$ cat src/design/gcf_cfg.svh
`ifndef GCF_CFG_SVH
`define GCF_CFG_SVH
// register indices
`define GCF_IDX_FLAGS 7'h01
// the only indices the host may write
`define GCF_IDX_WR_CHARGE 7'h03
`define GCF_IDX_WR_PACK_ID 7'h04
`define GCF_IDX_WR_CAPACITY 7'h05
`define GCF_IDX_WR_FILTER 7'h0A
// command byte fields
`define GCF_CMD_DIR_BIT 7
// flag bit positions in the primary flag register
`define GCF_BIT_CHARGING_DETECTED_FLAG 7
`define GCF_BIT_SWAP 6
`define GCF_BIT_ABSENT 5
`define GCF_BIT_STALE 4
`define GCF_BIT_DQUAL 3
`define GCF_BIT_PERMIT 2
`define GCF_BIT_LOWV 1
`define GCF_BIT_DEPL 0
// reset value: swap and stale set by a device reset
`define GCF_FLAGS_RST 8'h50
// counts
`define GCF_STALE_CHARGES 7'h40
`define GCF_LEAK_CEILING 16'h1000
`define GCF_QUAL_CHARGE_COUNTS 9'h100
// blink: 4 Hz blink means a toggle every 125 ms
`define GCF_CLK_HZ 10000000
`define GCF_BLINK_HZ 4
`define GCF_BLINK_CYCLES (`GCF_CLK_HZ / (`GCF_BLINK_HZ * 2))
`endif

$ cat src/design/gcf_pkg.sv
`default_nettype none
package gcf_pkg;
  typedef enum logic [1:0] {
    GCF_IDLE = 2'b00,
    GCF_WDATA = 2'b01,
    GCF_SEND = 2'b11
  } gcf_state_t;
endpackage
`default_nettype wire

$ cat src/design/gcf_core.sv
`timescale 1ns/1ps
`default_nettype none
`include "gcf_cfg.svh"
// Functional notes
// - command taken after eight complete bits
// - direction 0 sends the indexed register
// - direction 1 stores following byte
// - index is command bits six to zero
// - writes to invalid indices are dropped
// - charging flag follows offset sense threshold while not discharging
// - swap set by pack edges or reset
// - swap cleared by charge at full or charge after warning
// - absent flag tracks out-of-window pack voltage
// - stale set on 64th charge, cleared update
// - qualified set on discharge from full
// - qualified cleared when leak count exceeds ceiling
// - qualified cleared by 256-count sustained charge
// - qualified cleared by cold low-voltage warning
// - permit flag mirrors permit output inverted
// - low-voltage warning latched until valid charge
// - first segment blinks 4Hz under warning
// - depletion fault latched, segments off
// - depleted output released on warning
// - bytes travel least significant bit first
module gcf_core
  import gcf_pkg::*;
#(
  parameter int BLINK_CYCLES = `GCF_BLINK_CYCLES,
  parameter int SEG_COUNT = 6
)
(
  input wire logic sys_clk,
  input wire logic rst,
  // bytes from the bit-level receiver, lsb-first already assembled
  input wire logic rx_valid,
  input wire logic [7:0] rx_byte,
  input wire logic tx_ready,
  output logic tx_valid,
  output logic [7:0] tx_byte,
  output logic [7:0] command_byte_register,
  output logic wr_strobe,
  output logic [6:0] wr_index,
  output logic [7:0] wr_data,
  input wire logic [7:0] rd_ext_data,
  // comparator and counter events, asynchronous levels
  input wire logic above_charge_detect_pin,
  input wire logic discharge_active_pin,
  input wire logic pack_above_ceiling_pin,
  input wire logic pack_below_floor_pin,
  input wire logic pack_below_warn_pin,
  input wire logic pack_below_fault_pin,
  input wire logic overcurrent_flag_pin,
  input wire logic below_zero_c_pin,
  // same-clock events from the capacity arithmetic
  input wire logic valid_charge,
  input wire logic charge_count_pulse,
  input wire logic discharge_start,
  input wire logic full_reached,
  input wire logic capacity_update,
  input wire logic [15:0] self_leak_count,
  input wire logic charge_permit_output,
  input wire logic display_enable,
  input wire logic [SEG_COUNT-1:0] seg_gauge,
  output logic [7:0] primary_flag_register,
  output logic [SEG_COUNT-1:0] seg_out,
  output logic depleted_oe
);

  localparam int NSYNC = 8;
  logic [NSYNC-1:0] pin_raw, sync1_q, sync2_q, prev_q;
  assign pin_raw = {below_zero_c_pin, overcurrent_flag_pin, pack_below_fault_pin, pack_below_warn_pin,
                    pack_below_floor_pin, pack_above_ceiling_pin, discharge_active_pin,
                    above_charge_detect_pin};

  // two-stage synchronisers, one per comparator pin
  genvar gi;
  generate
    for (gi = 0; gi < NSYNC; gi++)
    begin : g_sync
      always_ff @(posedge sys_clk)
      begin
        if (rst)
        begin
          sync1_q[gi] <= 1'b0;
          sync2_q[gi] <= 1'b0;
          prev_q[gi] <= 1'b0;
        end
        else
        begin
          sync1_q[gi] <= pin_raw[gi];
          sync2_q[gi] <= sync1_q[gi];
          prev_q[gi] <= sync2_q[gi];
        end
      end
    end
  endgenerate

  logic above_thr, dischg, above_ceil, below_floor, below_warn, below_fault, overcurrent_flag, cold;
  assign {cold, overcurrent_flag, below_fault, below_warn, below_floor, above_ceil, dischg, above_thr} = sync2_q;
  logic fall_from_ceil, rise_from_floor;
  assign fall_from_ceil = prev_q[2] && !above_ceil;
  assign rise_from_floor = prev_q[3] && !below_floor;

  // command decoder
  gcf_state_t st_q, st_d;
  logic [7:0] cmd_q, cmd_d, txb_q, txb_d;
  logic wr_q, wr_d;
  logic [7:0] wdat_q, wdat_d;
  logic idx_ok;

  // only indices the register map knows may be written; the flag register is never writable
  // reject invalid
  assign idx_ok = (cmd_q[6:0] == `GCF_IDX_WR_CHARGE) || (cmd_q[6:0] == `GCF_IDX_WR_PACK_ID)
                  || (cmd_q[6:0] == `GCF_IDX_WR_CAPACITY) || (cmd_q[6:0] == `GCF_IDX_WR_FILTER);

  always_comb
  begin
    st_d = st_q;
    cmd_d = cmd_q;
    txb_d = txb_q;
    wr_d = 1'b0;
    wdat_d = wdat_q;
    unique case (st_q)
      GCF_IDLE:
      begin
        if (rx_valid)
        begin
          cmd_d = rx_byte;
          if (rx_byte[`GCF_CMD_DIR_BIT])
            st_d = GCF_WDATA;
          else
          begin
            st_d = GCF_SEND;
            txb_d = (rx_byte[6:0] == `GCF_IDX_FLAGS) ? primary_flag_register : rd_ext_data;
          end
        end
      end
      GCF_WDATA:
      begin
        if (rx_valid)
        begin
          st_d = GCF_IDLE;
          wdat_d = rx_byte;
          wr_d = idx_ok;
        end
      end
      GCF_SEND:
      begin
        if (tx_ready)
          st_d = GCF_IDLE;
      end
      default: st_d = GCF_IDLE;
    endcase
  end

  // decoder state registers
  always_ff @(posedge sys_clk)
  begin
    if (rst)
    begin
      st_q <= GCF_IDLE;
      cmd_q <= 8'h00;
      txb_q <= 8'h00;
      wr_q <= 1'b0;
      wdat_q <= 8'h00;
    end
    else
    begin
      st_q <= st_d;
      cmd_q <= cmd_d;
      txb_q <= txb_d;
      wr_q <= wr_d;
      wdat_q <= wdat_d;
    end
  end

  // the bit serialiser outside sends tx_byte lsb first
  // lsb first
  assign tx_valid = (st_q == GCF_SEND);
  assign tx_byte = txb_q;
  assign command_byte_register = cmd_q;
  assign wr_strobe = wr_q;
  assign wr_index = cmd_q[6:0];
  assign wr_data = wdat_q;

  // flag state
  logic [7:0] fl_q, fl_d;
  logic [6:0] stale_cnt_q, stale_cnt_d;
  logic [8:0] qchg_q, qchg_d;
  logic dq_armed_q, dq_armed_d;

  always_comb
  begin
    fl_d = fl_q;
    stale_cnt_d = stale_cnt_q;
    qchg_d = qchg_q;
    dq_armed_d = dq_armed_q;
    fl_d[`GCF_BIT_CHARGING_DETECTED_FLAG] = above_thr && !dischg;
    fl_d[`GCF_BIT_ABSENT] = above_ceil || below_floor;
    fl_d[`GCF_BIT_PERMIT] = !charge_permit_output;
    if (valid_charge)
      fl_d[`GCF_BIT_LOWV] = 1'b0;
    if (below_warn && !overcurrent_flag)
      fl_d[`GCF_BIT_LOWV] = 1'b1;
    if (valid_charge)
      fl_d[`GCF_BIT_DEPL] = 1'b0;
    if (below_fault && !overcurrent_flag)
      fl_d[`GCF_BIT_DEPL] = 1'b1;
    if ((valid_charge && full_reached) || (valid_charge && fl_q[`GCF_BIT_LOWV]))
      fl_d[`GCF_BIT_SWAP] = 1'b0;
    if (fall_from_ceil || rise_from_floor)
      fl_d[`GCF_BIT_SWAP] = 1'b1;
    // stale counter saturates at the trigger count
    if (capacity_update)
    begin
      stale_cnt_d = 7'h00;
      fl_d[`GCF_BIT_STALE] = 1'b0;
    end
    else if (valid_charge && stale_cnt_q != `GCF_STALE_CHARGES)
    begin
      stale_cnt_d = stale_cnt_q + 7'h01;
      if (stale_cnt_d == `GCF_STALE_CHARGES)
        fl_d[`GCF_BIT_STALE] = 1'b1;
    end
    // sustained-charge counter restarts whenever the charge drops below threshold
    if (!above_thr)
      qchg_d = 9'h000;
    else if (charge_count_pulse && qchg_q != `GCF_QUAL_CHARGE_COUNTS)
      qchg_d = qchg_q + 9'h001;
    // arm on full, set on first discharge
    if (full_reached)
      dq_armed_d = 1'b1;
    if (discharge_start && (dq_armed_q || full_reached))
    begin
      fl_d[`GCF_BIT_DQUAL] = 1'b1;
      dq_armed_d = 1'b0;
    end
    if (self_leak_count > `GCF_LEAK_CEILING || qchg_q == `GCF_QUAL_CHARGE_COUNTS
        || (!fl_q[`GCF_BIT_LOWV] && fl_d[`GCF_BIT_LOWV] && cold) || capacity_update)
      fl_d[`GCF_BIT_DQUAL] = 1'b0;
  end

  // flag registers; reset sets swap and stale
  always_ff @(posedge sys_clk)
  begin
    if (rst)
    begin
      fl_q <= `GCF_FLAGS_RST;
      stale_cnt_q <= 7'h00;
      qchg_q <= 9'h000;
      dq_armed_q <= 1'b0;
    end
    else
    begin
      fl_q <= fl_d;
      stale_cnt_q <= stale_cnt_d;
      qchg_q <= qchg_d;
      dq_armed_q <= dq_armed_d;
    end
  end
  assign primary_flag_register = fl_q;

  // blink divider toggles the segment phase
  logic [31:0] bl_cnt_q, bl_cnt_d;
  logic bl_ph_q, bl_ph_d;
  always_comb
  begin
    bl_cnt_d = bl_cnt_q + 32'h1;
    bl_ph_d = bl_ph_q;
    if (bl_cnt_q == 32'(BLINK_CYCLES - 1))
    begin
      bl_cnt_d = 32'h0;
      bl_ph_d = !bl_ph_q;
    end
  end
  always_ff @(posedge sys_clk)
  begin
    if (rst)
    begin
      bl_cnt_q <= 32'h0;
      bl_ph_q <= 1'b0;
    end
    else
    begin
      bl_cnt_q <= bl_cnt_d;
      bl_ph_q <= bl_ph_d;
    end
  end

  // segment drivers; fault blanks everything
  always_comb
  begin
    seg_out = display_enable ? seg_gauge : '0;
    if (display_enable && fl_q[`GCF_BIT_LOWV])
      seg_out[0] = bl_ph_q;
    if (fl_q[`GCF_BIT_DEPL])
      seg_out = '0;
  end

  assign depleted_oe = !fl_q[`GCF_BIT_LOWV];

  // a_absent_tracks: absent flag follows the window one cycle later
  a_absent_tracks: assert property (@(posedge sys_clk) disable iff (rst)
    1'b1 |=> fl_q[`GCF_BIT_ABSENT] == $past(above_ceil || below_floor)) else $error("absent flag wrong");
  a_write_invalid: assert property (@(posedge sys_clk) disable iff (rst)
    (st_q == GCF_WDATA && rx_valid && !idx_ok) |=> !wr_strobe) else $error("invalid write strobed");
  a_read_reply: assert property (@(posedge sys_clk) disable iff (rst)
    (st_q == GCF_IDLE && rx_valid && !rx_byte[7]) |=> tx_valid) else $error("no reply");
  a_lowv_latch: assert property (@(posedge sys_clk) disable iff (rst)
    (fl_q[`GCF_BIT_LOWV] && !valid_charge) |=> fl_q[`GCF_BIT_LOWV]) else $error("warning lost");
  a_depl_blank: assert property (@(posedge sys_clk) disable iff (rst)
    fl_q[`GCF_BIT_DEPL] |-> seg_out == '0) else $error("segments on in fault");
  a_empty_release: assert property (@(posedge sys_clk) disable iff (rst)
    (below_warn && !overcurrent_flag) |=> !depleted_oe) else $error("depleted pin driven");
  a_swap_set: assert property (@(posedge sys_clk) disable iff (rst)
    (fall_from_ceil || rise_from_floor) |=> fl_q[`GCF_BIT_SWAP]) else $error("swap not set");
  a_permit_mirror: assert property (@(posedge sys_clk) disable iff (rst)
    1'b1 |=> fl_q[`GCF_BIT_PERMIT] == !$past(charge_permit_output)) else $error("permit flag wrong");
endmodule // gcf_core
`default_nettype wire

$ cat config.mk
export PLATFORM = sky130hd
export DESIGN_NAME = gcf_core
export DESIGN_NICKNAME = d
export VERILOG_FILES = /design/src/design/gcf_pkg.sv /design/src/design/gcf_core.sv
export VERILOG_INCLUDE_DIRS = /design/src /design/src/design
export SDC_FILE = /design/constraint.sdc
export NUM_CORES = 1
export LEC_CHECK = 0
export BUFFER_PORTS_ARGS = -buffer_cell sky130_fd_sc_hd__buf_2
export CAP_MARGIN = 25
export CORE_MARGIN = 4
export CORE_UTILIZATION = 29
export CTS_BUF_LIST = sky130_fd_sc_hd__clkbuf_8
export CTS_CLUSTER_DIAMETER = 40
export DETAILED_ROUTE_END_ITERATION = 6
export HOLD_SLACK_MARGIN = 0.05
export REMOVE_ABC_BUFFERS = 1
export SETUP_SLACK_MARGIN = 0.05
export SYNTH_ARGS = -nofsm -noshare
export SYNTH_HDL_FRONTEND = slang
export SYNTH_SLANG_ARGS = --single-unit
$ cat constraint.sdc
create_clock -name sys_clk -period 5.1 [get_ports sys_clk]
set_input_delay 0 -clock sys_clk [delete_from_list [all_inputs] [get_ports sys_clk]]
set_output_delay 0 -clock sys_clk [all_outputs]
set_load 0.1 [all_outputs]
Yosys cells after proc, flatten, opt, wreduce, memory -nomap -nowiden

Index checks and enable logic that the tools add are counted.

Bitwise operators: 4
Magnitude comparators: 1
Muxes and demuxes: 16
Equality and inequality tests: 15
Add/sub/neg operators: 3
Reduce and logical (&&, ||, !) cells: 46

Operators with widths:

| kind                  | number |
|---|---|
| $add 32x1->32 const B | 1 |
| $eq 32x21->1 const B  | 1 |
| $gt 16x13->1 const B  | 1 |
| $eq 7x3->1 const B    | 2 |
| $logic_and 1x1->1     | 13 |
| $mux 6                | 2 |
| $reduce_or 2->1       | 6 |
| $logic_or 1x1->1      | 10 |
| $add 9x1->9 const B   | 1 |
| $eq 9x9->1 const B    | 1 |
| $ne 9x9->1 const B    | 1 |
| $mux 1                | 8 |
| $mux 2                | 4 |
| $mux 8                | 1 |
| $add 7x1->7 const B   | 1 |
| $eq 7x1->1 const B    | 1 |
| $eq 7x2->1 const B    | 1 |
| $eq 7x4->1 const B    | 1 |
| $eq 7x7->1 const B    | 1 |
| $logic_not 1->1       | 7 |
| $ne 7x7->1 const B    | 1 |
| $ne 2x2->1 const B    | 3 |
| $pmux 2 s3            | 1 |
| $reduce_and 2->1      | 3 |
| other kinds (7)       | 13 |

Input port bits: 57
Register bits: 103
Word-level logic and storage cells: 118

Logic depth before layout (Yosys ltp)

Word-level depth: 8
Depth in mapped cells: 7
Mapped depth without buffers: 6

Least setup slack after synthesis

Ideal clock, no wire load.

Kind: reg-to-output
Start: reg fl_q[1], in the netlist primary_flag_register[1]
End: out seg_out[0]
Setup slack: 2.544 ns
Required time: 5.100 ns
Arrival: 2.556 ns
Stages on the path, launching flop included: 3
Path through: dfxtp_1 > mux2i_1 > nor2b_1

Cells in the longest elaborated chain, start to end: 3

Ends and longest elaborated chain:

| element                | line            | source |
|---|---|---|
| start, declared        | gcf_core.sv:187 | `logic [7:0] fl_q, fl_d;` |
| start signal, assigned | gcf_core.sv:248 | `` fl_q <= `GCF_FLAGS_RST; `` |
| start signal, assigned | gcf_core.sv:255 | `fl_q <= fl_d;` |
| $logic_and 1x1->1      | gcf_core.sv:294 | `` if (display_enable && fl_q[`GCF_BIT_LOWV]) `` |
| $mux 1                 | gcf_core.sv:294 |  |
| $mux 6                 | gcf_core.sv:296 | `` if (fl_q[`GCF_BIT_DEPL]) `` |
| end, declared          | gcf_core.sv:65  | `output logic [SEG_COUNT-1:0] seg_out,` |

No other way between the ends.

Worst setup path in the final report

Start: reg bl_cnt_q[12]
End: reg bl_cnt_q[30]

Cells in the longest elaborated chain, start to end: 2
Elaborated cells between the ends (all ways): 3
Classes of those cells: add/sub: 1; eq/ne: 1; reduce/logical: 1

Ends and longest elaborated chain:

| element                                               | line            | source |
|---|---|---|
| start, declared                                       | gcf_core.sv:264 | `logic [31:0] bl_cnt_q, bl_cnt_d;` |
| start signal, assigned                                | gcf_core.sv:285 | `bl_cnt_q <= bl_cnt_d;` |
| branches (longest 2 deep; another with $add 32x1->32) | n/a             |  |

Parallel ways; which one is timed is not known.
A chain may end at the register's enable or synchronous reset.

==> out/qor.csv <==
stage,metric,value,unit
layout,Post-Layout Cell Count,793,
run_status,outcome,"complete, no violations",
floorplan,Ports,105,
setup_path,flop-to-flop setup slack,2.81,ns
placement,hpwl dp,7590,um
setup_path,crit path launch,bl_cnt_q[12],
floorplan,Die Wd,132,um
setup_path,Worst setup SP type,flop,
setup_path,crit path kind,reg2reg,
synthesis,Yosys top cell by area,dfxtp_1,
setup_path,Critical Path Sink Type,flop,
placement,dpl cells,743,
setup_path,WP data required,5.39,ns
grt,total gr overflow,0,
layout,"Design Area, Final",5570,um^2
layout,Layout area overhead,25.8,%
synthesis,Post-Synthesis Cells,480,
clock_network,clk_lat worst skew,0.36,ns
sta,Max-slew headroom,0.369,
synthesis,Yosys reg bits,103,
routing,vias,3851,
power_and_ir_drop,worst vdd ir,0.000126,V
routing,antenna-violating nets left,0,
sta,unrepaired setup endpoints after global routing,false,
clock_network,TritonCTS Buffers,9,
floorplan,die height,132,um
routing,Vias per Instance,4.86,
grt,antenna violations before repair,0,
floorplan,Rows,44,
sta,clk_skew,0.0121,ns
grt,GRT Total Usage,0.121,
sta,Fmax,436,MHz
placement,dpl cell area,5040,um^2
placement,GP Congestion,0.836,
job,maxcap violations,0,
synthesis,synthesized area,4420,um^2
synthesis,synth unique cells,48,
synthesis,Mean Syn Cell Area,9.22,um^2
setup_path,Arrival @ worst endpoint,2.58,ns
clock_network,root cell of the clock tree,clkbuf_8,
hold_path,critical hold path startpoint,full_reached,
power_and_ir_drop,pwr dens,292,nW/um^2
synthesis,YS warnings,0,
grt,vias in the first global route,3793,
sta,Worst Tran Pin Value,0.944,ns
clock_network,post-CTS setup buffers,0,
sta,final setup fails,0,
grt,first-pass GRT wire length,18000,um
floorplan,core box area,14800,um^2
routing,met1 wire length,4690,um
power_and_ir_drop,Leak,2.30,nW
routing,Wirelength per Cell,13.3,um
clock_network,H-tree depth,3,
synthesis,most common library cells after synthesis,"dfxtp_1, nor2_1, a21oi_1, mux2i_1, nand2_1",
synthesis,asr flop ratio synth,0,
routing,WL met2,5100,um
synthesis,"top cells by area, synth","dfxtp_1, mux2i_1, nor2_1",
hold_path,HP Class,in2reg,
setup_path,CP max FO,30,
layout,NumNets Final,667,
routing,met3 WL post-DR,598,um
synthesis,"count leader, synth",dfxtp_1,
grt,largest net degree at the start of global routing,46,
clock_network,clock sink count,103,
routing,DRC Markers,0,
synthesis,"EDFF count, synth",0,
synthesis,"Top FF cell, synth",dfxtp_1,
sta,Final Max Tran Viols,0,
routing,DRT Wirelength,10500,um
clock_network,CTS tree,built,
placement,Port Buffers,104,
layout,layout cells sized above 1,0.210,
floorplan,DIE AREA,17300,um^2
routing,uppermost layer routed,met4,
clock_network,clock buffer depth,2,
sta,endpoints failing hold,0,
floorplan,Initial Util,0.300,
sta,Tcrit/Tclk final,0.450,
setup_path,Worst R2R Start,bl_cnt_q[12],
clock_network,Worst-path clk slew,0.10,ns
clock_network,Post-CTS Resized,0,
synthesis,post-synthesis sequential area ratio,0.466,
routing,Initial DRC Count,164,
sta,fin crit period,2.29,ns
routing,TritonRoute pass-1 iters,4,
synthesis,Yosys top cell area share,0.466,
layout,n_diodes,0,
sta,setup tns final,0,ns
metal layers:
layer  vias to the layer above  global-route usage
met3                        16              0.0394
met5                         -                   0
met2                        93               0.210
li1                       1947                   -
met4                         0              0.0344
met1                      1795               0.144
kinds of logic (layout without fill, tap and decap cells):
logic type | Yosys count | count (layout) | synth area share
compound gates | 74 | 74 | 0.0998
xor+xnor | 28 | 28 | 0.0554
fa+ha+maj | 6 | 6 | 0.0170
buf+inv | 40 | 169 | 0.0452
flops | 103 | 103 | 0.466
mux | 26 | 26 | 0.0591
simple gates | 203 | 203 | 0.257
stage by stage:
stage / utilization / hold slack (ns) / power (mW) / worst slack, ns
2_1_floorplan: - / 0.0667 / 1.07 / 2.54
3_3_place_gp: 0.342 / 0.165 / 1.14 / 2.95
3_5_place_dp: 0.342 / 0.174 / 1.14 / 2.82
4_1_cts: 0.377 / 0.119 / 1.65 / 2.80
5_1_grt: 0.377 / 0.137 / 1.70 / 2.61
6_report: 0.377 / 0.116 / 1.63 / 2.81
power by group:
group | internal, mW | total [mW] | switching, mW
Clock | 0.198 | 0.486 | 0.288
Sequential | 0.829 | 0.844 | 0.0159
Combinational | 0.0767 | 0.295 | 0.219
flip-flops by register name (all words and copies together), names as in the netlist, 2 cells and up:
signal                 flops
wr_data                    8
command_byte_register      8
st_q                       2
bl_cnt_q                  32
prev_q                     2
sync1_q                    8
tx_byte                    8
qchg_q                     9
primary_flag_register      8
stale_cnt_q                7
final timing paths:
check	cells after the start	end
min reg2reg	1	primary_flag_register[7]
max	4	bl_cnt_q[30]
min	3	primary_flag_register[6]
max reg2reg	4	bl_cnt_q[30]
repair_timing:
item / CTS / global route
hold endpoints to repair: 43 / 0
setup endpoints to repair: 0 / 0
hold buffers: 34 / 0
area by class of cell:
cell class                 count  area, um^2
timing repair buffer         139         868
inverter                      14        52.6
clock inverter                 6        50.0
sequential                   103        2060
tap                          184         230
fill                        1467        9190
multi-input combinational    337        2170
clock buffer                  10         138
layout by cell type (no fill, tap or decap), types with 7 or more instances in the layout:
| cell type | n |
|---|---|
| nor4_1 | 8 |
| nand3_1 | 15 |
| nand4_1 | 14 |
| nor2b_1 | 22 |
| clkbuf_8 | 10 |
| o21ai_0 | 17 |
| dfxtp_1 | 103 |
| xor2_1 | 18 |
| dlygate4sd3_1 | 34 |
| buf_2 | 104 |
| inv_1 | 13 |
| or4_1 | 16 |
| nor2_1 | 51 |
| and2_1 | 13 |
| a21oi_1 | 28 |
| xnor2_1 | 10 |
| nand2_1 | 24 |
| mux2i_1 | 25 |
| or3_1 | 8 |
| o31ai_1 | 15 |
| and4_1 | 7 |
critical path, stage by stage (launching register included):
cell	delay [ns]
dfxtp_1	0.43
and4_1	0.26
nand3_1	0.66
or4_1	0.73
a21oi_1	0.15
No activity file was read; power rests on OpenSTA's default activity.
